### config.mk
export PLATFORM = sky130hd
export DESIGN_NAME = dsd_top
export DESIGN_NICKNAME = d
export VERILOG_FILES = /design/src/hw/dsd_pkg.sv /design/src/hw/dsd_edge_sync.sv /design/src/hw/dsd_margin_counter.sv /design/src/hw/dsd_top.sv
export VERILOG_INCLUDE_DIRS = /design/src /design/src/hw
export SDC_FILE = /design/constraint.sdc
export NUM_CORES = 1
export LEC_CHECK = 0
export BUFFER_PORTS_ARGS = -buffer_cell sky130_fd_sc_hd__clkbuf_2
export CAP_MARGIN = 40
export CORE_UTILIZATION = 35
export DETAILED_ROUTE_END_ITERATION = 12
export MAX_ROUTING_LAYER = met4
export PLACE_DENSITY_LB_ADDON = 0.25
export SYNTH_ARGS = -nofsm -noshare
export SYNTH_HDL_FRONTEND = slang
export SYNTH_SLANG_ARGS = --single-unit
### constraint.sdc
create_clock -name hclk -period 2.2 [get_ports hclk]
set_input_delay 0.22 -clock hclk [delete_from_list [all_inputs] [get_ports hclk]]
set_output_delay 0.22 -clock hclk [all_outputs]
set_load 0.005 [all_outputs]
### src/hw/dsd_defs.svh
// Constants of the strobe delay margin block: offsets, fields, resets, timing.
// Assumes inclusion by bare name from the package and the design modules.
`ifndef DSD_DEFS_SVH
`define DSD_DEFS_SVH
// Delay code magnitude width and delay line taps.
`define DSD_CODE_W 9
`define DSD_TAP_N 8
// Register byte offsets.
`define DSD_A_CTRL 8'h00
`define DSD_A_PRELOAD 8'h04
`define DSD_A_STATUS 8'h08
`define DSD_A_WCODE 8'h0C
`define DSD_A_RCODE 8'h10
`define DSD_A_STEP 8'h14
// Control register fields.
`define DSD_C_WEN 0
`define DSD_C_LEN 1
`define DSD_C_REN 2
`define DSD_C_RDIR 3
`define DSD_C_RLOADN 4
`define DSD_C_PAUSE 5
`define DSD_C_RMODE 6
`define DSD_C_WSIGN 7
`define DSD_C_RSIGN 8
`define DSD_C_RSEL 12
`define DSD_CTRL_RST 32'h0000_0000
// Preload fields, status bits, upper code field offset.
`define DSD_P_WMAG 0
`define DSD_P_RMAG 16
`define DSD_S_BURST 3
`define DSD_HI_CODE 16
// Channel and edge input indices.
`define DSD_CH_RD 0
`define DSD_CH_WR 1
`define DSD_CH_LV 2
`define DSD_E_WSTEP 0
`define DSD_E_LSTEP 1
`define DSD_E_ECLK 2
`define DSD_E_STRB 3
// Step pulse minimum width, owed by the core logic.
`define DSD_CLK_NS 10
`define DSD_STEP_MIN_NS 5
`define DSD_STEP_MIN_CYC ((`DSD_STEP_MIN_NS + `DSD_CLK_NS - 1) / `DSD_CLK_NS)
`endif

### src/hw/dsd_pkg.sv
// Types shared by the strobe delay margin block.
// Assumes dsd_defs.svh is on the include path.
`include "dsd_defs.svh"
package dsd_pkg;
  // Per-channel counter control bundle.
  typedef struct packed {
    logic move;
    logic dir;
    logic load_n;
    logic enable;
    logic sign;
    logic [`DSD_CODE_W-1:0] mag;
  } dsd_chan_ctl_t;
  // Bus data phase state.
  typedef enum logic [0:0] {DSD_IDLE, DSD_WDATA} dsd_bus_t;
endpackage

### src/hw/dsd_edge_sync.sv
// Two-flop synchroniser with rising edge detect for one pin.
// Assumes the pin is asynchronous to hclk.
`timescale 1ns/10ps
`default_nettype none
module dsd_edge_sync (
  // Clock and control.
  input wire logic hclk,
  input wire logic hresetn,
  input wire logic ce,
  // Pin and results.
  input wire logic pin,
  output logic lvl_reg,
  output logic rise
);
  logic s1_reg;
  logic dly_reg;

  // The first flop feeds only the second, to contain metastability.
  always_ff @(posedge hclk or negedge hresetn) begin
    if (!hresetn) begin
      s1_reg <= 1'b0;
      lvl_reg <= 1'b0;
      dly_reg <= 1'b0;
    end else if (ce) begin
      s1_reg <= pin;
      lvl_reg <= s1_reg;
      dly_reg <= lvl_reg;
    end
  end

  // One pulse per rising edge, however long the pin stays high.
  assign rise = lvl_reg & ~dly_reg;
endmodule
`default_nettype wire

### src/hw/dsd_margin_counter.sv
// Signed margin delay counter with preload, clear and limit flag.
// Assumes move is a one-cycle event already aligned to the edge clock.
`timescale 1ns/10ps
`default_nettype none
`include "dsd_defs.svh"
module dsd_margin_counter #(
  parameter int W = `DSD_CODE_W,
  parameter bit LOAD_CLEARS = 1'b0
) (
  // Clock and control.
  input wire logic hclk,
  input wire logic hresetn,
  input wire logic ce,
  input wire logic clr,
  input wire dsd_pkg::dsd_chan_ctl_t ctl,
  // Results.
  output logic [W:0] code_reg,
  output logic flag_reg
);
  logic at_lim;
  logic step_ok;

  // Saturate instead of wrapping, so a flagged code stays usable.
  assign at_lim = ctl.dir ? (code_reg == {1'b1, {W{1'b0}}}) : (code_reg == {1'b0, {W{1'b1}}});
  assign step_ok = ctl.load_n & ctl.enable & ctl.move;

  // Code update: clear, preload or step.
  always_ff @(posedge hclk or negedge hresetn) begin
    if (!hresetn) begin
      code_reg <= '0;
    end else if (ce) begin
      if (clr) begin
        code_reg <= '0;
      end else if (!ctl.load_n) begin
        if (LOAD_CLEARS) begin
          code_reg <= '0;
        end else if (ctl.enable && ctl.move) begin
          code_reg <= {ctl.sign, ctl.mag};
        end
      end else if (step_ok && !at_lim) begin
        code_reg <= ctl.dir ? code_reg - (W+1)'(1) : code_reg + (W+1)'(1);
      end
    end
  end

  // Limit flag, one cycle per refused step.
  always_ff @(posedge hclk or negedge hresetn) begin
    if (!hresetn) begin
      flag_reg <= 1'b0;
    end else if (ce) begin
      flag_reg <= step_ok & at_lim & ~clr;
    end
  end
endmodule
`default_nettype wire

### src/hw/dsd_top.sv
// Strobe delay and margin control: write and leveling counters, shifted
// clocks, burst detect and FIFO pointers, with an AHB-Lite register port.
// Assumes one master on the bus and pins asynchronous to hclk.
//
// Design decisions made here: the register addresses and the AHB-Lite register port.
`timescale 1ns/10ps
`default_nettype none
`include "dsd_defs.svh"
module dsd_top #(
  parameter int TAPS = `DSD_TAP_N
) (
  // Clock, reset, enable.
  input wire logic hclk,
  input wire logic hresetn,
  input wire logic ce,
  // AHB-Lite slave.
  input wire logic hsel,
  input wire logic [31:0] haddr,
  input wire logic [1:0] htrans,
  input wire logic hwrite,
  input wire logic [2:0] hsize,
  input wire logic [31:0] hwdata,
  input wire logic hready,
  output logic hreadyout,
  output logic hresp,
  output logic [31:0] hrdata,
  // Margin control pins from core logic.
  input wire logic write_step_pulse,
  input wire logic write_count_direction,
  input wire logic write_delay_load_n,
  input wire logic leveling_step_pulse,
  input wire logic leveling_count_direction,
  input wire logic leveling_load_n,
  input wire logic smoothing_counter_reset,
  // Clocks, code and strobe.
  input wire logic edge_clock_input,
  input wire logic [`DSD_CODE_W-1:0] master_delay_code,
  input wire logic strobe_input,
  // Flags and pointers.
  output logic read_burst_flag,
  output logic burst_flag_sys,
  output logic read_valid_flag,
  output logic [2:0] fifo_read_pointer,
  output logic [2:0] fifo_write_pointer,
  output logic read_margin_flag,
  output logic write_margin_flag,
  output logic leveling_margin_flag,
  // Shifted clocks.
  output logic read_strobe_quarter_shift,
  output logic write_clock_three_quarter_shift,
  output logic write_strobe_clock,
  output logic read_training_clock
);
  localparam int CW = `DSD_CODE_W;
  localparam int LW = CW + 5;
  // ----------------------------------------------------------------
  // Pin synchronisers
  // ----------------------------------------------------------------
  logic [3:0] e_raw;
  logic [3:0] e_lvl;
  logic [3:0] e_rise;
  logic [LW-1:0] lv_s1_reg;
  logic [LW-1:0] lv_s2_reg;
  logic wdir_s;
  logic wload_n_s;
  logic ldir_s;
  logic lload_n_s;
  logic [CW-1:0] mcode_s;
  logic smooth_s;

  assign e_raw = {strobe_input, edge_clock_input, leveling_step_pulse, write_step_pulse};

  // Edge-sensitive pins each get a synchroniser with edge detect.
  for (genvar g = 0; g < 4; g++) begin : g_edge
    dsd_edge_sync u_sync (
      .hclk(hclk),
      .hresetn(hresetn),
      .ce(ce),
      .pin(e_raw[g]),
      .lvl_reg(e_lvl[g]),
      .rise(e_rise[g])
    );
  end

  // Level pins; the master code is quasi-static, so bitwise sync is safe.
  always_ff @(posedge hclk or negedge hresetn) begin
    if (!hresetn) begin
      lv_s1_reg <= '0;
      lv_s2_reg <= '0;
    end else if (ce) begin
      lv_s1_reg <= {smoothing_counter_reset, master_delay_code, leveling_count_direction,
                    leveling_load_n, write_count_direction, write_delay_load_n};
      lv_s2_reg <= lv_s1_reg;
    end
  end
  assign {smooth_s, mcode_s, ldir_s, lload_n_s, wdir_s, wload_n_s} = lv_s2_reg;

  // ----------------------------------------------------------------
  // Register file and AHB-Lite slave
  // ----------------------------------------------------------------
  logic [31:0] ctrl_reg;
  logic [31:0] preload_reg;
  logic [2:0] sticky_reg;
  logic rstep_reg;
  logic [7:0] dp_addr_reg;
  dsd_pkg::dsd_bus_t state_reg;
  logic ap;
  logic wr_dp;
  logic [CW:0] ch_code [3];
  logic [2:0] ch_flag;

  // Word-only transfers are taken; other sizes are ignored.
  assign ap = hsel & hready & htrans[1] & (hsize == 3'h2) & ce;
  assign wr_dp = (state_reg == dsd_pkg::DSD_WDATA) & ce;
  // Frozen block inserts wait states rather than drop a transfer.
  assign hreadyout = ce;
  assign hresp = 1'b0;

  function automatic logic [31:0] rd_mux(input logic [7:0] a);
    case (a)
      `DSD_A_CTRL: rd_mux = ctrl_reg;
      `DSD_A_PRELOAD: rd_mux = preload_reg;
      `DSD_A_STATUS: rd_mux = {28'h0000000, burst_flag_sys, sticky_reg};
      `DSD_A_WCODE: rd_mux = {6'h00, ch_code[`DSD_CH_LV], 6'h00, ch_code[`DSD_CH_WR]};
      `DSD_A_RCODE: rd_mux = {7'h00, mcode_s, 6'h00, ch_code[`DSD_CH_RD]};
      default: rd_mux = 32'h0000_0000;
    endcase
  endfunction

  // Address phase: latch write target, sample read data for the data phase.
  always_ff @(posedge hclk or negedge hresetn) begin
    if (!hresetn) begin
      state_reg <= dsd_pkg::DSD_IDLE;
      dp_addr_reg <= 8'h00;
      hrdata <= 32'h0000_0000;
    end else if (ce) begin
      case (state_reg)
        dsd_pkg::DSD_IDLE, dsd_pkg::DSD_WDATA: begin
          state_reg <= (ap && hwrite) ? dsd_pkg::DSD_WDATA : dsd_pkg::DSD_IDLE;
        end
        default: state_reg <= dsd_pkg::DSD_IDLE;
      endcase
      if (ap) begin
        dp_addr_reg <= haddr[7:0];
      end
      if (ap && !hwrite) begin
        hrdata <= rd_mux(haddr[7:0]);
      end
    end
  end

  // Control and preload registers.
  always_ff @(posedge hclk or negedge hresetn) begin
    if (!hresetn) begin
      ctrl_reg <= `DSD_CTRL_RST;
      preload_reg <= 32'h0000_0000;
    end else if (wr_dp) begin
      if (dp_addr_reg == `DSD_A_CTRL) begin
        ctrl_reg <= hwdata;
      end
      if (dp_addr_reg == `DSD_A_PRELOAD) begin
        preload_reg <= hwdata;
      end
    end
  end

  // Read-side step is a register strobe, one cycle long.
  always_ff @(posedge hclk or negedge hresetn) begin
    if (!hresetn) begin
      rstep_reg <= 1'b0;
    end else if (ce) begin
      rstep_reg <= wr_dp & (dp_addr_reg == `DSD_A_STEP) & hwdata[0];
    end
  end

  // Sticky margin flags: write one clears, a new flag in that cycle wins.
  always_ff @(posedge hclk or negedge hresetn) begin
    if (!hresetn) begin
      sticky_reg <= 3'h0;
    end else if (ce) begin
      sticky_reg <= (sticky_reg & ~((wr_dp && dp_addr_reg == `DSD_A_STATUS) ? hwdata[2:0] : 3'h0))
                    | ch_flag;
    end
  end

  // ----------------------------------------------------------------
  // Move events and margin counters
  // ----------------------------------------------------------------
  logic pause;
  logic eclk_fire;
  logic [2:0] step_rise;
  logic [2:0] pend_reg;
  logic [2:0] move;
  dsd_pkg::dsd_chan_ctl_t ctl [3];

  assign pause = ctrl_reg[`DSD_C_PAUSE];
  // Edge clock from one tree; pause freezes its moves.
  assign eclk_fire = e_rise[`DSD_E_ECLK] & ~pause;
  assign step_rise = {e_rise[`DSD_E_LSTEP], e_rise[`DSD_E_WSTEP], rstep_reg};
  assign move = pend_reg & {3{eclk_fire}};

  // A step waits for the next edge clock rise; a new step in that cycle stays pending.
  always_ff @(posedge hclk or negedge hresetn) begin
    if (!hresetn) begin
      pend_reg <= 3'h0;
    end else if (ce) begin
      pend_reg <= (pend_reg & ~move) | step_rise;
    end
  end

  // Channel controls.
  always_comb begin
    ctl[`DSD_CH_RD] = {move[`DSD_CH_RD], ctrl_reg[`DSD_C_RDIR], ctrl_reg[`DSD_C_RLOADN],
                       ctrl_reg[`DSD_C_REN], ctrl_reg[`DSD_C_RSIGN], preload_reg[`DSD_P_RMAG +: CW]};
    ctl[`DSD_CH_WR] = {move[`DSD_CH_WR], wdir_s, wload_n_s, ctrl_reg[`DSD_C_WEN],
                       ctrl_reg[`DSD_C_WSIGN], preload_reg[`DSD_P_WMAG +: CW]};
    ctl[`DSD_CH_LV] = {move[`DSD_CH_LV], ldir_s, lload_n_s, ctrl_reg[`DSD_C_LEN],
                       1'b0, {CW{1'b0}}};
  end

  // Read and write counters preload; the leveling counter clears while loading.
  for (genvar c = 0; c < 3; c++) begin : g_ch
    dsd_margin_counter #(
      .W(CW),
      .LOAD_CLEARS(c == `DSD_CH_LV)
    ) u_cnt (
      .hclk(hclk),
      .hresetn(hresetn),
      .ce(ce),
      .clr(smooth_s),
      .ctl(ctl[c]),
      .code_reg(ch_code[c]),
      .flag_reg(ch_flag[c])
    );
  end
  assign read_margin_flag = ch_flag[`DSD_CH_RD];
  assign write_margin_flag = ch_flag[`DSD_CH_WR];
  assign leveling_margin_flag = ch_flag[`DSD_CH_LV];

  // ----------------------------------------------------------------
  // Delay lines and shifted clocks
  // ----------------------------------------------------------------
  logic [TAPS-1:0] eline_reg;
  logic [TAPS-1:0] sline_reg;
  logic [2:0] qtap;
  logic [2:0] rtap;
  logic [2:0] wtap;
  logic [3:0] rsel;

  function automatic logic pick(input logic [TAPS-1:0] line, input logic [2:0] idx);
    pick = line[idx];
  endfunction

  // The master code sets a quarter period; margin codes trim around it.
  assign qtap = mcode_s[4:2];
  assign rtap = qtap + ch_code[`DSD_CH_RD][2:0];
  assign wtap = 3'(qtap * 3'h3) + ch_code[`DSD_CH_WR][2:0];
  assign rsel = ctrl_reg[`DSD_C_RSEL +: 4];

  // Sampled delay lines; resolution is one hclk, coarse by nature.
  always_ff @(posedge hclk or negedge hresetn) begin
    if (!hresetn) begin
      eline_reg <= '0;
      sline_reg <= '0;
    end else if (ce) begin
      eline_reg <= {eline_reg[TAPS-2:0], e_lvl[`DSD_E_ECLK]};
      sline_reg <= {sline_reg[TAPS-2:0], e_lvl[`DSD_E_STRB]};
    end
  end

  // Tapped clock outputs.
  always_ff @(posedge hclk or negedge hresetn) begin
    if (!hresetn) begin
      read_strobe_quarter_shift <= 1'b0;
      write_clock_three_quarter_shift <= 1'b0;
      write_strobe_clock <= 1'b0;
      read_training_clock <= 1'b0;
    end else if (ce) begin
      read_strobe_quarter_shift <= pick(sline_reg, rtap);
      write_clock_three_quarter_shift <= pick(eline_reg, wtap);
      write_strobe_clock <= pick(eline_reg, ch_code[`DSD_CH_LV][2:0]);
      read_training_clock <= pick(eline_reg, rsel[2:0]) ^ rsel[3];
    end
  end

  // ----------------------------------------------------------------
  // Burst detect, data valid, FIFO pointers
  // ----------------------------------------------------------------
  logic rmode;
  logic strobe_rise;
  logic fifo_has;

  assign rmode = ctrl_reg[`DSD_C_RMODE];
  assign strobe_rise = e_rise[`DSD_E_STRB] & rmode;
  assign fifo_has = fifo_read_pointer != fifo_write_pointer;

  // Burst pulse per strobe edge; system flag holds until read mode ends.
  always_ff @(posedge hclk or negedge hresetn) begin
    if (!hresetn) begin
      read_burst_flag <= 1'b0;
      burst_flag_sys <= 1'b0;
    end else if (ce) begin
      read_burst_flag <= strobe_rise;
      burst_flag_sys <= rmode & (burst_flag_sys | read_burst_flag);
    end
  end

  // Pointers reset outside read mode so each read mode period starts aligned; bursts within it do not realign them.
  always_ff @(posedge hclk or negedge hresetn) begin
    if (!hresetn) begin
      fifo_write_pointer <= 3'h0;
      fifo_read_pointer <= 3'h0;
      read_valid_flag <= 1'b0;
    end else if (ce) begin
      if (!rmode) begin
        fifo_write_pointer <= 3'h0;
        fifo_read_pointer <= 3'h0;
        read_valid_flag <= 1'b0;
      end else begin
        fifo_write_pointer <= fifo_write_pointer + {2'h0, strobe_rise};
        fifo_read_pointer <= fifo_read_pointer + {2'h0, e_rise[`DSD_E_ECLK] & fifo_has};
        read_valid_flag <= e_rise[`DSD_E_ECLK] & fifo_has;
      end
    end
  end
endmodule
`default_nettype wire

==> metrics.csv, run 1 <==
stage,metric,value,unit
timing,Fin Hold WS,0.0223,ns
pwr,Total Power,11.5,mW
detailed_routing,Final ANT Viol Nets,0,
timing,min Tclk post-route,2.26,ns
grt,GRT met3 Usage,0.0191,
clock_tree,clk root buf,clkbuf_16,
hold_path,WHS Path Cells,2,
timing,final hold viol count,0,
timing,clk_skew,0.0134,ns
detailed_routing,wire per inst,18.9,µm
detailed_routing,DRT Wirelength,30300,µm
grt,routing usage on met1,0.274,
die,Initial Util,0.359,
worst_setup_path,Required @ worst endpoint,2.65,ns
synth,"Distinct cells, synth",69,
final_layout,register area,5310,µm²
synth,sequential area share after synthesis,0.495,
worst_setup_path,FF-to-FF path depth,8,
synth,"Primary FF master, synth",dfrtp_1,
worst_setup_path,CP most frequent cell,a21o_1,
clock_tree,clk sinks,212,
timing,RSZ-0062 raised after global routing,yes,
clock_tree,Skew-Pair Late Insertion Delay,0.52,ns
worst_setup_path,cell chain of the critical path,"buf_4, fa_2, a21o_1, a21o_1, a21oi_2, mux2_2, a31oi_1, a21o_1",
pwr,pwr dens,787,nW/µm²
detailed_routing,vias per cell,5.21,
hold_path,Min-Delay Path Class,input port to flop,
clock_tree,CTS tree,done,
worst_setup_path,Worst path max stage delay,0.50,ns
synth,Seq cells post-synth,212,
clock_tree,CTS max path bufs,3,
timing,Rel. slew slack,0.619,
grt,GR Util met2,0.314,
clock_tree,CTS H-Tree Depth,1,
timing,Final setup viols,9,
placement,HPWL after DPL,20700,µm
die,chip height,177,µm
detailed_routing,drt pass-1 iters,4,
placement,placer congestion estimate,0.869,
detailed_routing,# DRC,0,
detailed_routing,drt first-iter violations,434,
final_layout,Non-Filler Instances,1603,
hold_path,Hold Crit Start,haddr[3],
placement,port bufs,116,
timing,Setup WS post-layout,-0.0567,ns
worst_setup_path,reg2reg start,lv_s2_reg[1]$_DFFE_PN0P_,
die,Die Wd,177,µm
grt,grt total ovfl,0,
grt,first-pass GRT wire length,47500,µm
synth,largest cells by area after synthesis,"dfrtp_1 49%, mux2_2 13%, ha_1 3.6%",
worst_setup_path,Worst path slowest cell,dfrtp_2,
clock_tree,clock slew at reported path FFs,0.06,ns
synth,Mean Syn Cell Area,11.6,µm²
timing,fin crit share,1.03,
die,num ports,143,
worst_setup_path,Setup CP Type,flop to flop,
run_status,status,finished with violations,
synth,Mapped Nets,1056,
grt,initial antenna violation count,0,
final_layout,Layout Nets,1325,
final_layout,Layout area overhead,35.8,%
final_layout,multi-input logic area,5630,µm²
worst_setup_path,CP startpoint,lv_s2_reg[1]$_DFFE_PN0P_,
synth,Syn Std Cell Area,10700,µm²
grt,pin count of the biggest net entering global routing,76,
run_status,violated checks,setup timing,
synth,Post-synth EDFFs,0,
final_layout,Layout fillers,2725,
flow_run,max-cap violation count,0,
timing,FMAX,0.443,GHz
grt,All-Layer GR Usage,0.201,
final_layout,Finished Core Util,0.488,
detailed_routing,vias,8357,
worst_setup_path,Critical Path Fanout Max,8,
worst_setup_path,Worst Setup End Kind,flop,
synth,share of the synthesized area in the top cell type,0.495,
die,die area,31400,µm²
worst_setup_path,Worst setup SP type,flop,
grt,vias in the first global route,8398,
synth,number of synthesis warnings,0,
pwr,Leakage,6.66,nW
timing,worst slew pin tran,0.571,ns
placement,placed cell count,1484,
pwr,maximum VDD drop,544,µV
synth,synthesized instance count,927,
clock_tree,CTS buffer count,25,
synth,cell taking the most area after synthesis,dfrtp_1,
synth,Post-synth ARST share,1.00,
die,CORE AREA,29900,µm²
die,site row count,63,
timing,Slew Limit Fails,0,
grt,gr busiest metal,met2,
final_layout,ratio of cells with drive above 1 in the final layout,0.413,
worst_setup_path,arrival time at the worst endpoint,2.71,ns
-- cell families after synthesis --
family | count (synthesis) | share of synthesized area
XOR/XNOR | 24 | 0.0196
buffers and inverters | 78 | 0.0315
multiplexers | 165 | 0.178
other | 1 | 0.000350
AND/OR/NAND/NOR | 192 | 0.0889
adder cells (fa/ha/maj) | 36 | 0.0455
AO/OA/AOI/OAI | 219 | 0.142
flip-flops | 212 | 0.495
-- power by group --
group	switching, mW	leakage, nW	internal [mW]	total (mW)
Combinational	1.30	3.49	1.54	2.84
Sequential	0.387	2.78	4.32	4.71
Clock	1.61	0.387	2.31	3.92
Total	3.30	6.66	8.16	11.5
-- worst max-delay path, delay by kind of cell, from the launching register on --
family	cells	cell delay, ns
buffers and inverters	1	0.17
adder cells (fa/ha/maj)	1	0.35
multiplexers	1	0.34
flip-flops	1	0.50
AO/OA/AOI/OAI	5	0.84
-- layer usage --
layer,vias to the layer above,routed length (µm)
li1,3993,-
met1,4134,13800
met2,168,14100
met3,62,1430
met4,0,857
met5,-,0
-- final timing paths --
kind / endpoint / slack (ns)
max: g_ch[1].u_cnt.code_reg[6]$_DFFE_PN0P_ / -0.06
min: dp_addr_reg[3]$_DFFE_PN0P_ / 0.02
max reg2reg: g_ch[1].u_cnt.code_reg[6]$_DFFE_PN0P_ / -0.06
min reg2reg: pend_reg[2]$_DFFE_PN0P_ / 0.46
max in group asynchronous: g_ch[1].u_cnt.code_reg[1]$_DFFE_PN0P_ / 1.30
min in group asynchronous: lv_s1_reg[13]$_DFFE_PN0P_ / 0.28
-- cells in the mapped netlist, types with 6 or more instances --
cell type  count
dfrtp_1      212
mux2_2       122
nand2_1       73
o21ai_0       55
mux2i_1       35
ha_1          31
a22oi_1       27
clkbuf_1      26
nor2_1        26
a22o_1        24
inv_1         24
xnor2_1       19
a21oi_1       18
nand3_1       18
nor3_1        18
o22ai_1       18
buf_2         15
o31ai_1       15
a21o_1        12
mux4_2         8
a211oi_1       7
nand4_1        7
nor3b_1        7
a221oi_1       6
buf_1          6
nand2b_1       6
nor2b_1        6
-- cell usage in the layout (no fill, tap or decap), drive strengths merged, types with 4 or more instances in the layout --
cell type / Yosys / layout
dfrtp: 212 / 212
clkbuf: 26 / 150
buf: 26 / 125
mux2: 122 / 122
nand2: 73 / 73
o21ai: 62 / 62
dlygate4sd3: 0 / 55
mux2i: 35 / 35
ha: 31 / 31
a22oi: 27 / 27
nor2: 27 / 27
a22o: 24 / 24
inv: 24 / 24
xnor2: 19 / 19
a21oi: 19 / 19
o22ai: 18 / 18
nand3: 18 / 18
nor3: 18 / 18
o31ai: 15 / 15
a21o: 13 / 13
mux4: 8 / 8
clkinv: 2 / 8
nor3b: 8 / 8
nand4: 7 / 7
a211oi: 7 / 7
nand2b: 6 / 6
nor2b: 6 / 6
a221oi: 6 / 6
xor2: 5 / 5
fa: 5 / 5
o21a: 4 / 4
and3: 4 / 4
or3: 4 / 4
and2: 4 / 4
-- cell type report --
type                            instances  area share
Antenna cell                            1    0.000172
Clock buffer                           36      0.0506
Clock inverter                          7     0.00258
Inverter                               26     0.00670
Multi-Input combinational cell        637       0.387
Sequential cell                       212       0.365
Tap cell                              390      0.0335
Timing Repair Buffer                  294       0.155
-- through the flow --
stage | setup TNS (ns) | area [µm²] | setup WS (ns)
floorplan | 0 | 10700 | 0.0104
global placement | -0.772 | 12500 | -0.154
detailed placement | -1.67 | 12500 | -0.160
CTS | -0.133 | 14200 | -0.0227
global route | -1.80 | 14600 | -0.143
finish | -0.143 | 14600 | -0.0567
-- what timing repair did --
action | 4_1_cts | 5_1_grt
gates cloned | 2 | 1
resized for setup | 57 | 69
hold buffers | 55 | 0
pin swaps | 19 | 26
endpoints found under the hold margin | 145 | 0
buffers inserted | 15 | 4
setup endpoints to repair | 21 | 30
Note: power is estimated with default switching activity, not from simulation.
==> run 2, diff against run 1 <==
- ABC_AREA: not set -> 1
==> metrics.csv, run 2 <==
stage,metric,value,unit,change
worst_setup_path,cell chain of the critical path,"ha_1, nand2_1, nor3_1, nand2_1, nand2_1, nand2_2, nand2_4, nand2_1, o21ai_0",,"was buf_4, fa_2, a21o_1, a21o_1, a21oi_2, mux2_2, a31oi_1, a21o_1"
detailed_routing,vias,9951,,"was 8,357"
synth,largest cells by area after synthesis,"dfrtp_1 47%, nand2_1 18%, o21ai_0 6.9%",,"was dfrtp_1 49%, mux2_2 13%, ha_1 3.6%"
grt,All-Layer GR Usage,0.207,,was 0.201
worst_setup_path,FF-to-FF path depth,9,,was 8
final_layout,Layout fillers,3231,,"was 2,725"
final_layout,Layout area overhead,22.0,%,was 35.8%
detailed_routing,drt first-iter violations,707,,was 434
worst_setup_path,Worst path max stage delay,0.55,ns,was 0.50 ns
final_layout,antenna cell count,0,,was 1
final_layout,ratio of cells with drive above 1 in the final layout,0.143,,was 0.413
die,CORE AREA,31600,µm²,"was 29,900 µm²"
die,Die Wd,181,µm,was 177 µm
worst_setup_path,reg2reg start,lv_s2_reg[1]$_DFFE_PN0P_,,unchanged
final_layout,register area,5310,µm²,about the same
final_layout,Layout Nets,1756,,"was 1,325"
grt,vias in the first global route,9865,,"was 8,398"
timing,final hold viol count,0,,unchanged
synth,share of the synthesized area in the top cell type,0.472,,was 0.495
detailed_routing,vias per cell,4.86,,was 5.21
synth,Post-synth EDFFs,0,,unchanged
pwr,Total Power,10.1,mW,was 11.5 mW
timing,min Tclk post-route,2.01,ns,was 2.26 ns
synth,Seq cells post-synth,212,,unchanged
hold_path,Min-Delay Path Class,input port to flop,,unchanged
clock_tree,CTS buffer count,25,,unchanged
synth,Mean Syn Cell Area,7.73,µm²,was 11.6 µm²
pwr,Leakage,7.13,nW,was 6.66 nW
synth,synthesized instance count,1454,,was 927
hold_path,Worst Hold End,ctrl_reg[20]$_DFFE_PN0P_,,was dp_addr_reg[3]$_DFFE_PN0P_
placement,placer congestion estimate,0.882,,was 0.869
clock_tree,clk root buf,clkbuf_16,,unchanged
synth,top-count cell post-synth,nand2_1,,was dfrtp_1
final_layout,most frequent cells in the layout,"550 x nand2_1, 210 x dfrtp_1, 154 x o21ai_0, 139 x inv_1, 114 x clkbuf_2",,"was 208 x dfrtp_1, 122 x mux2_2, 114 x clkbuf_2, 96 x buf_4, 62 x nand2_1"
die,chip height,181,µm,was 177 µm
worst_setup_path,reg2reg end,g_ch[1].u_cnt.code_reg[1]$_DFFE_PN0P_,,was g_ch[1].u_cnt.code_reg[6]$_DFFE_PN0P_
clock_tree,clk sinks,212,,unchanged
worst_setup_path,Worst Setup End Kind,flop,,unchanged
synth,leading cell types by count after synthesis,"552 x nand2_1, 212 x dfrtp_1, 154 x o21ai_0",,"was 212 x dfrtp_1, 122 x mux2_2, 73 x nand2_1"
grt,initial antenna violation count,0,,unchanged
die,die area,32800,µm²,"was 31,400 µm²"
grt,pin count of the biggest net entering global routing,79,,was 76
worst_setup_path,Setup CP Type,flop to flop,,unchanged
grt,first-pass GRT wire length,52700,µm,"was 47,500 µm"
hold_path,WHS Path Cells,3,,was 2
synth,"Distinct cells, synth",46,,was 69
worst_setup_path,Worst path slowest cell,dfrtp_1,,was dfrtp_2
timing,RSZ-0062 raised after global routing,no,,was yes
grt,grt total ovfl,0,,unchanged
final_layout,"commonest non-fill, non-tap cell in the layout",nand2_1,,was dfrtp_1
timing,worst slew pin tran,0.736,ns,was 0.571 ns
worst_setup_path,CP most frequent cell,nand2_1,,was a21o_1
timing,FMAX,0.496,GHz,was 0.443 GHz
pwr,pwr dens,736,nW/µm²,was 787 nW/µm²
worst_setup_path,Worst setup SP type,flop,,unchanged
die,Initial Util,0.356,,was 0.359
hold_path,Hold Crit Start,hwdata[20],,was haddr[3]
timing,Rel. slew slack,0.508,,was 0.619
detailed_routing,DRT Wirelength,32200,µm,"was 30,300 µm"
synth,sequential area share after synthesis,0.472,,was 0.495
clock_tree,CTS max path bufs,3,,unchanged
clock_tree,CTS tree,done,,unchanged
timing,Final setup viols,0,,was 9
placement,port bufs,116,,unchanged
die,num ports,143,,unchanged
detailed_routing,wire per inst,15.7,µm,was 18.9 µm
synth,cell taking the most area after synthesis,dfrtp_1,,unchanged
worst_setup_path,arrival time at the worst endpoint,2.46,ns,was 2.71 ns
timing,Slew Limit Fails,0,,unchanged
placement,HPWL after DPL,22900,µm,"was 20,700 µm"
synth,number of synthesis warnings,0,,unchanged
clock_tree,clock slew at reported path FFs,0.06,ns,about the same
flow_run,max-cap violation count,0,,unchanged
timing,Fin Hold WS,0.0149,ns,was 0.0223 ns
clock_tree,CTS H-Tree Depth,1,,unchanged
synth,Mapped Nets,1583,,"was 1,056"
timing,clk_skew,0.0109,ns,was 0.0134 ns
detailed_routing,Final ANT Viol Nets,0,,unchanged
run_status,status,"finished, final reports clean",,was finished with violations
timing,setup TNS,0,ns,was -0.143 ns
synth,Post-synth ARST share,1.00,,unchanged
detailed_routing,# DRC,0,,unchanged
worst_setup_path,Critical Path Fanout Max,14,,was 8
clock_tree,Skew-Pair Late Insertion Delay,0.53,ns,was 0.52 ns
clock_tree,"Setup Fix Bufs, Post-CTS",0,,was 15
worst_setup_path,Required @ worst endpoint,2.65,ns,about the same
die,site row count,65,,was 63
worst_setup_path,r2r setup slk,0.19,ns,was -0.06 ns
final_layout,multi-input logic area,5080,µm²,was 5630 µm²
synth,Syn Std Cell Area,11200,µm²,"was 10,700 µm²"
detailed_routing,drt pass-1 iters,6,,was 4
pwr,maximum VDD drop,429,µV,was 544 µV
synth,"Primary FF master, synth",dfrtp_1,,unchanged
timing,fin crit share,0.916,,was 1.03
run 2: cell count changes in the layout (fill, tap and decap cells not counted), moves of 24 or more:
cell	before	now
buf_4	96	34
o21ai_0	46	154
a22o_1	24	0
nand3_1	15	94
a22oi_1	27	0
a21oi_1	12	44
nand2_1	62	550
mux2_2	122	0
mux2i_1	35	0
inv_1	24	139
run 2: how the worst max path moves through the flow:
stage	startpoint	end
after floorplan	lv_s2_reg[1]$_DFFE_PN0P_	g_ch[1].u_cnt.code_reg[0]$_DFFE_PN0P_
after global placement	ctrl_reg[3]$_DFFE_PN0P_	g_ch[0].u_cnt.code_reg[8]$_DFFE_PN0P_
after detailed placement	ctrl_reg[3]$_DFFE_PN0P_	g_ch[0].u_cnt.code_reg[5]$_DFFE_PN0P_
after CTS	ctrl_reg[3]$_DFFE_PN0P_	g_ch[0].u_cnt.code_reg[5]$_DFFE_PN0P_
after global routing	ctrl_reg[3]$_DFFE_PN0P_	g_ch[0].u_cnt.code_reg[7]$_DFFE_PN0P_
final	lv_s2_reg[1]$_DFFE_PN0P_	g_ch[1].u_cnt.code_reg[1]$_DFFE_PN0P_
run 2: timing repair:
action	CTS	global route
setup endpoints to repair	0	20
resized for setup	0	3
hold endpoints to repair	143	0
hold buffers	48	0
run 2: where the power goes:
group          internal (mW)  switching, mW
Clock                   2.64           1.69
Combinational          0.536          0.804
Sequential              4.16          0.258
run 2: critical path: cells and delay by family, from the launching register on:
family                     cells  cell delay [ns]
and+or+nand+nor                7             0.86
AOI/OAI and AO/OA              1             0.08
adders and majority gates      1             0.44
DFF                            1             0.55
run 2: area by class of cell:
class | instances | area share
well taps | 402 | 0.0367
flip-flops and latches | 212 | 0.387
repair buffers | 201 | 0.102
clock inverters | 9 | 0.00958
inverters | 146 | 0.0403
multi-input cells | 1041 | 0.371
clock buffers | 36 | 0.0530
run 2: kinds of logic (layout without fill, tap and decap cells):
| logic type | after synthesis | in the layout | synth area share |
|---|---|---|---|
| flops | 212 | 212 | 0.472 |
| buf+inv | 201 | 392 | 0.0765 |
| compound gates | 238 | 238 | 0.112 |
| simple gates | 750 | 750 | 0.283 |
| other cells | 1 | 1 | 0.000334 |
| xor+xnor | 16 | 16 | 0.0125 |
| fa+ha+maj | 36 | 36 | 0.0434 |
run 2: metal layers:
layer	vias up	track usage	share of wire
met4	0	0.0471	0.016
met1	4676	0.271	0.46
li1	5008	-	-
met2	227	0.341	0.48
met3	40	0.0258	0.047
met5	-	-	0
run 2: metrics by stage:
step           utilization  cell area, µm²  setup slack [ns]  instances
2_1_floorplan            -           11200             0.435       1454
3_3_place_gp         0.392           12400             0.123       1954
3_5_place_dp         0.392           12400            0.0952       1954
4_1_cts              0.434           13700            0.0839       2047
5_1_grt              0.434           13700            0.0133       2047
6_report             0.434           13700             0.186       2047
==> run 3, diff against run 2 <==
- PLACE_DENSITY: not set -> 0.56
- PLACE_DENSITY_LB_ADDON: 0.25 -> not set
==> metrics.csv, run 3 (synthesized netlist as in run 2, its figures left out) <==
stage,metric,value,unit,change
placement,port bufs,116,,unchanged
placement,placed cell count,1953,,"was 1,954"
clock_tree,CTS tree,done,,unchanged
timing,Slew Limit Fails,0,,unchanged
timing,worst slew pin tran,0.683,ns,was 0.736 ns
detailed_routing,vias per cell,4.87,,was 4.86
timing,clk_skew,0.0128,ns,was 0.0109 ns
worst_setup_path,CP startpoint,ctrl_reg[3]$_DFFE_PN0P_,,was lv_s2_reg[1]$_DFFE_PN0P_
final_layout,ratio of cells with drive above 1 in the final layout,0.143,,about the same
worst_setup_path,arrival time at the worst endpoint,2.50,ns,was 2.46 ns
die,chip height,181,µm,unchanged
detailed_routing,drt first-iter violations,614,,was 707
pwr,pwr dens,718,nW/µm²,was 736 nW/µm²
grt,vias in the first global route,9805,,"was 9,865"
hold_path,Hold Crit Start,hwdata[15],,was hwdata[20]
worst_setup_path,Required @ worst endpoint,2.65,ns,about the same
clock_tree,Skew-Pair Late Insertion Delay,0.51,ns,was 0.53 ns
worst_setup_path,Worst path max stage delay,0.38,ns,was 0.55 ns
pwr,Leakage,7.08,nW,was 7.13 nW
clock_tree,clk root buf,clkbuf_16,,unchanged
timing,FMAX,0.488,GHz,was 0.496 GHz
worst_setup_path,crit path capture,g_ch[0].u_cnt.code_reg[5]$_DFFE_PN0P_,,was g_ch[1].u_cnt.code_reg[1]$_DFFE_PN0P_
worst_setup_path,FF-to-FF path depth,10,,was 9
die,site row count,65,,unchanged
timing,final hold viol count,0,,unchanged
timing,fin crit share,0.932,,was 0.916
clock_tree,CTS max path bufs,3,,unchanged
worst_setup_path,critical path depth,10,,was 9
placement,HPWL after DPL,22700,µm,"was 22,900 µm"
pwr,Total Power,9.81,mW,was 10.1 mW
die,die area,32800,µm²,unchanged
final_layout,Layout Nets,1753,,"was 1,756"
timing,min Tclk post-route,2.05,ns,was 2.01 ns
pwr,maximum VDD drop,353,µV,was 429 µV
worst_setup_path,Worst path slowest cell,dfrtp_1,,unchanged
worst_setup_path,"delay-heaviest family, CP",simple AND/OR/NAND/NOR gates,,unchanged
worst_setup_path,CP bufs+invs,1,,was 0
placement,placer congestion estimate,0.879,,was 0.882
clock_tree,CTS buffer count,24,,was 25
timing,setup TNS,0,ns,unchanged
timing,Final setup viols,0,,unchanged
worst_setup_path,CP most frequent cell,nand2_1,,unchanged
detailed_routing,# DRC,0,,unchanged
grt,initial antenna violation count,0,,unchanged
final_layout,most frequent cells in the layout,"550 x nand2_1, 210 x dfrtp_1, 154 x o21ai_0, 139 x inv_1, 114 x clkbuf_2",,unchanged
detailed_routing,DRT Wirelength,31900,µm,"was 32,200 µm"
final_layout,Layout area overhead,21.5,%,was 22.0%
die,Initial Util,0.356,,unchanged
flow_run,max-cap violation count,0,,unchanged
die,num ports,143,,unchanged
die,Die Wd,181,µm,unchanged
grt,grt total ovfl,0,,unchanged
grt,All-Layer GR Usage,0.205,,was 0.207
final_layout,antenna cell count,0,,unchanged
worst_setup_path,reg2reg start,ctrl_reg[3]$_DFFE_PN0P_,,was lv_s2_reg[1]$_DFFE_PN0P_
timing,Rel. slew slack,0.544,,was 0.508
worst_setup_path,Critical Path Fanout Max,10,,was 14
die,CORE AREA,31600,µm²,unchanged
clock_tree,clk sinks,212,,unchanged
worst_setup_path,Setup CP Type,flop to flop,,unchanged
worst_setup_path,cell chain of the critical path,"buf_4, ha_1, nand2_1, nor3_1, nand3_1, nand2_1, nand2_2, nand2_2, nand2_1, nand2_1",,"was ha_1, nand2_1, nor3_1, nand2_1, nand2_1, nand2_2, nand2_4, nand2_1, o21ai_0"
worst_setup_path,r2r setup slk,0.15,ns,was 0.19 ns
hold_path,Min-Delay Path Class,input port to flop,,unchanged
detailed_routing,drt pass-1 iters,5,,was 6
detailed_routing,wire per inst,15.6,µm,was 15.7 µm
detailed_routing,vias,9962,,"was 9,951"
grt,pin count of the biggest net entering global routing,88,,was 79
detailed_routing,Final ANT Viol Nets,0,,unchanged
run_status,status,"finished, final reports clean",,unchanged
worst_setup_path,Worst Setup End Kind,flop,,unchanged
clock_tree,clock slew at reported path FFs,0.06,ns,about the same
clock_tree,CTS H-Tree Depth,1,,unchanged
worst_setup_path,reg2reg end,g_ch[0].u_cnt.code_reg[5]$_DFFE_PN0P_,,was g_ch[1].u_cnt.code_reg[1]$_DFFE_PN0P_
grt,first-pass GRT wire length,52200,µm,"was 52,700 µm"
worst_setup_path,Worst setup SP type,flop,,unchanged
final_layout,Non-Filler Instances,2044,,"was 2,047"
timing,RSZ-0062 raised after global routing,no,,unchanged
final_layout,"commonest non-fill, non-tap cell in the layout",nand2_1,,unchanged
## run 3: changes by cell type in the layout (fill, tap and decap cells not counted), moves of 2 or more
cell	delta
buf_12	+2
clkinv_2	+2
buf_4	-2
clkinv_4	-2
clkbuf_8	-3
clkinvlp_4	+3
dlygate4sd3_1	-2
ha_1	-2
## run 3: tightest hold or removal path: cells and delay by family
kind            cells  cell delay, ns
compound gates      1            0.09
buf+inv             2            0.17
## run 3: area by class of cell
type / count / area [µm²]
fill: 3275 / 17900
clock buffer: 34 / 689
timing repair buffer: 199 / 1410
tap: 402 / 503
clock inverter: 10 / 108
multi-input combinational: 1041 / 5090
inverter: 146 / 552
sequential: 212 / 5310
## run 3: stage by stage
step           cell area, µm²   util  setup WS (ns)  hold WS, ns
2_1_floorplan           11200      -          0.435      -0.0756
3_3_place_gp            12400  0.392          0.161        0.195
3_5_place_dp            12400  0.392          0.137        0.197
4_1_cts                 13600  0.432         0.0696      0.00315
5_1_grt                 13700  0.433         0.0254      0.00970
6_report                13700  0.433          0.149      0.00515
## run 3: repair_timing
action                                  CTS  global route
setup buffers                             0             1
hold endpoints to repair                119             0
endpoints found under the setup margin    0             9
resized for setup                         0             4
hold buffers                             46             0
## run 3: worst min path at each step
| stage | slack (ns) | end | cells past startpoint |
|---|---|---|---|
| 2_1_floorplan | -0.08 | burst_flag_sys$_DFFE_PN0P_ | 0 |
| 3_3_place_gp | 0.20 | lv_s1_reg[4]$_DFFE_PN0P_ | 1 |
| 3_5_place_dp | 0.20 | lv_s1_reg[8]$_DFFE_PN0P_ | 1 |
| 4_1_cts | 0.003 | ctrl_reg[15]$_DFFE_PN0P_ | 3 |
| 5_1_grt | 0.01 | ctrl_reg[15]$_DFFE_PN0P_ | 3 |
| 6_report | 0.005 | ctrl_reg[15]$_DFFE_PN0P_ | 3 |
## run 3: power by group
part           leakage, nW  switching, mW  total (mW)  internal (mW)
Sequential            2.85          0.251        4.41           4.16
Combinational         3.85          0.808        1.36          0.548
Clock                0.385           1.62        4.04           2.42
## run 3: layer usage
metal | vias to the layer above | part of all wire | global-route usage | wire, µm
li1 | 5011 | - | - | -
met1 | 4709 | 0.46 | 0.269 | 14800
met2 | 189 | 0.48 | 0.338 | 15200
met3 | 53 | 0.035 | 0.0198 | 1130
met4 | 0 | 0.023 | 0.0525 | 734
met5 | - | 0 | - | 0
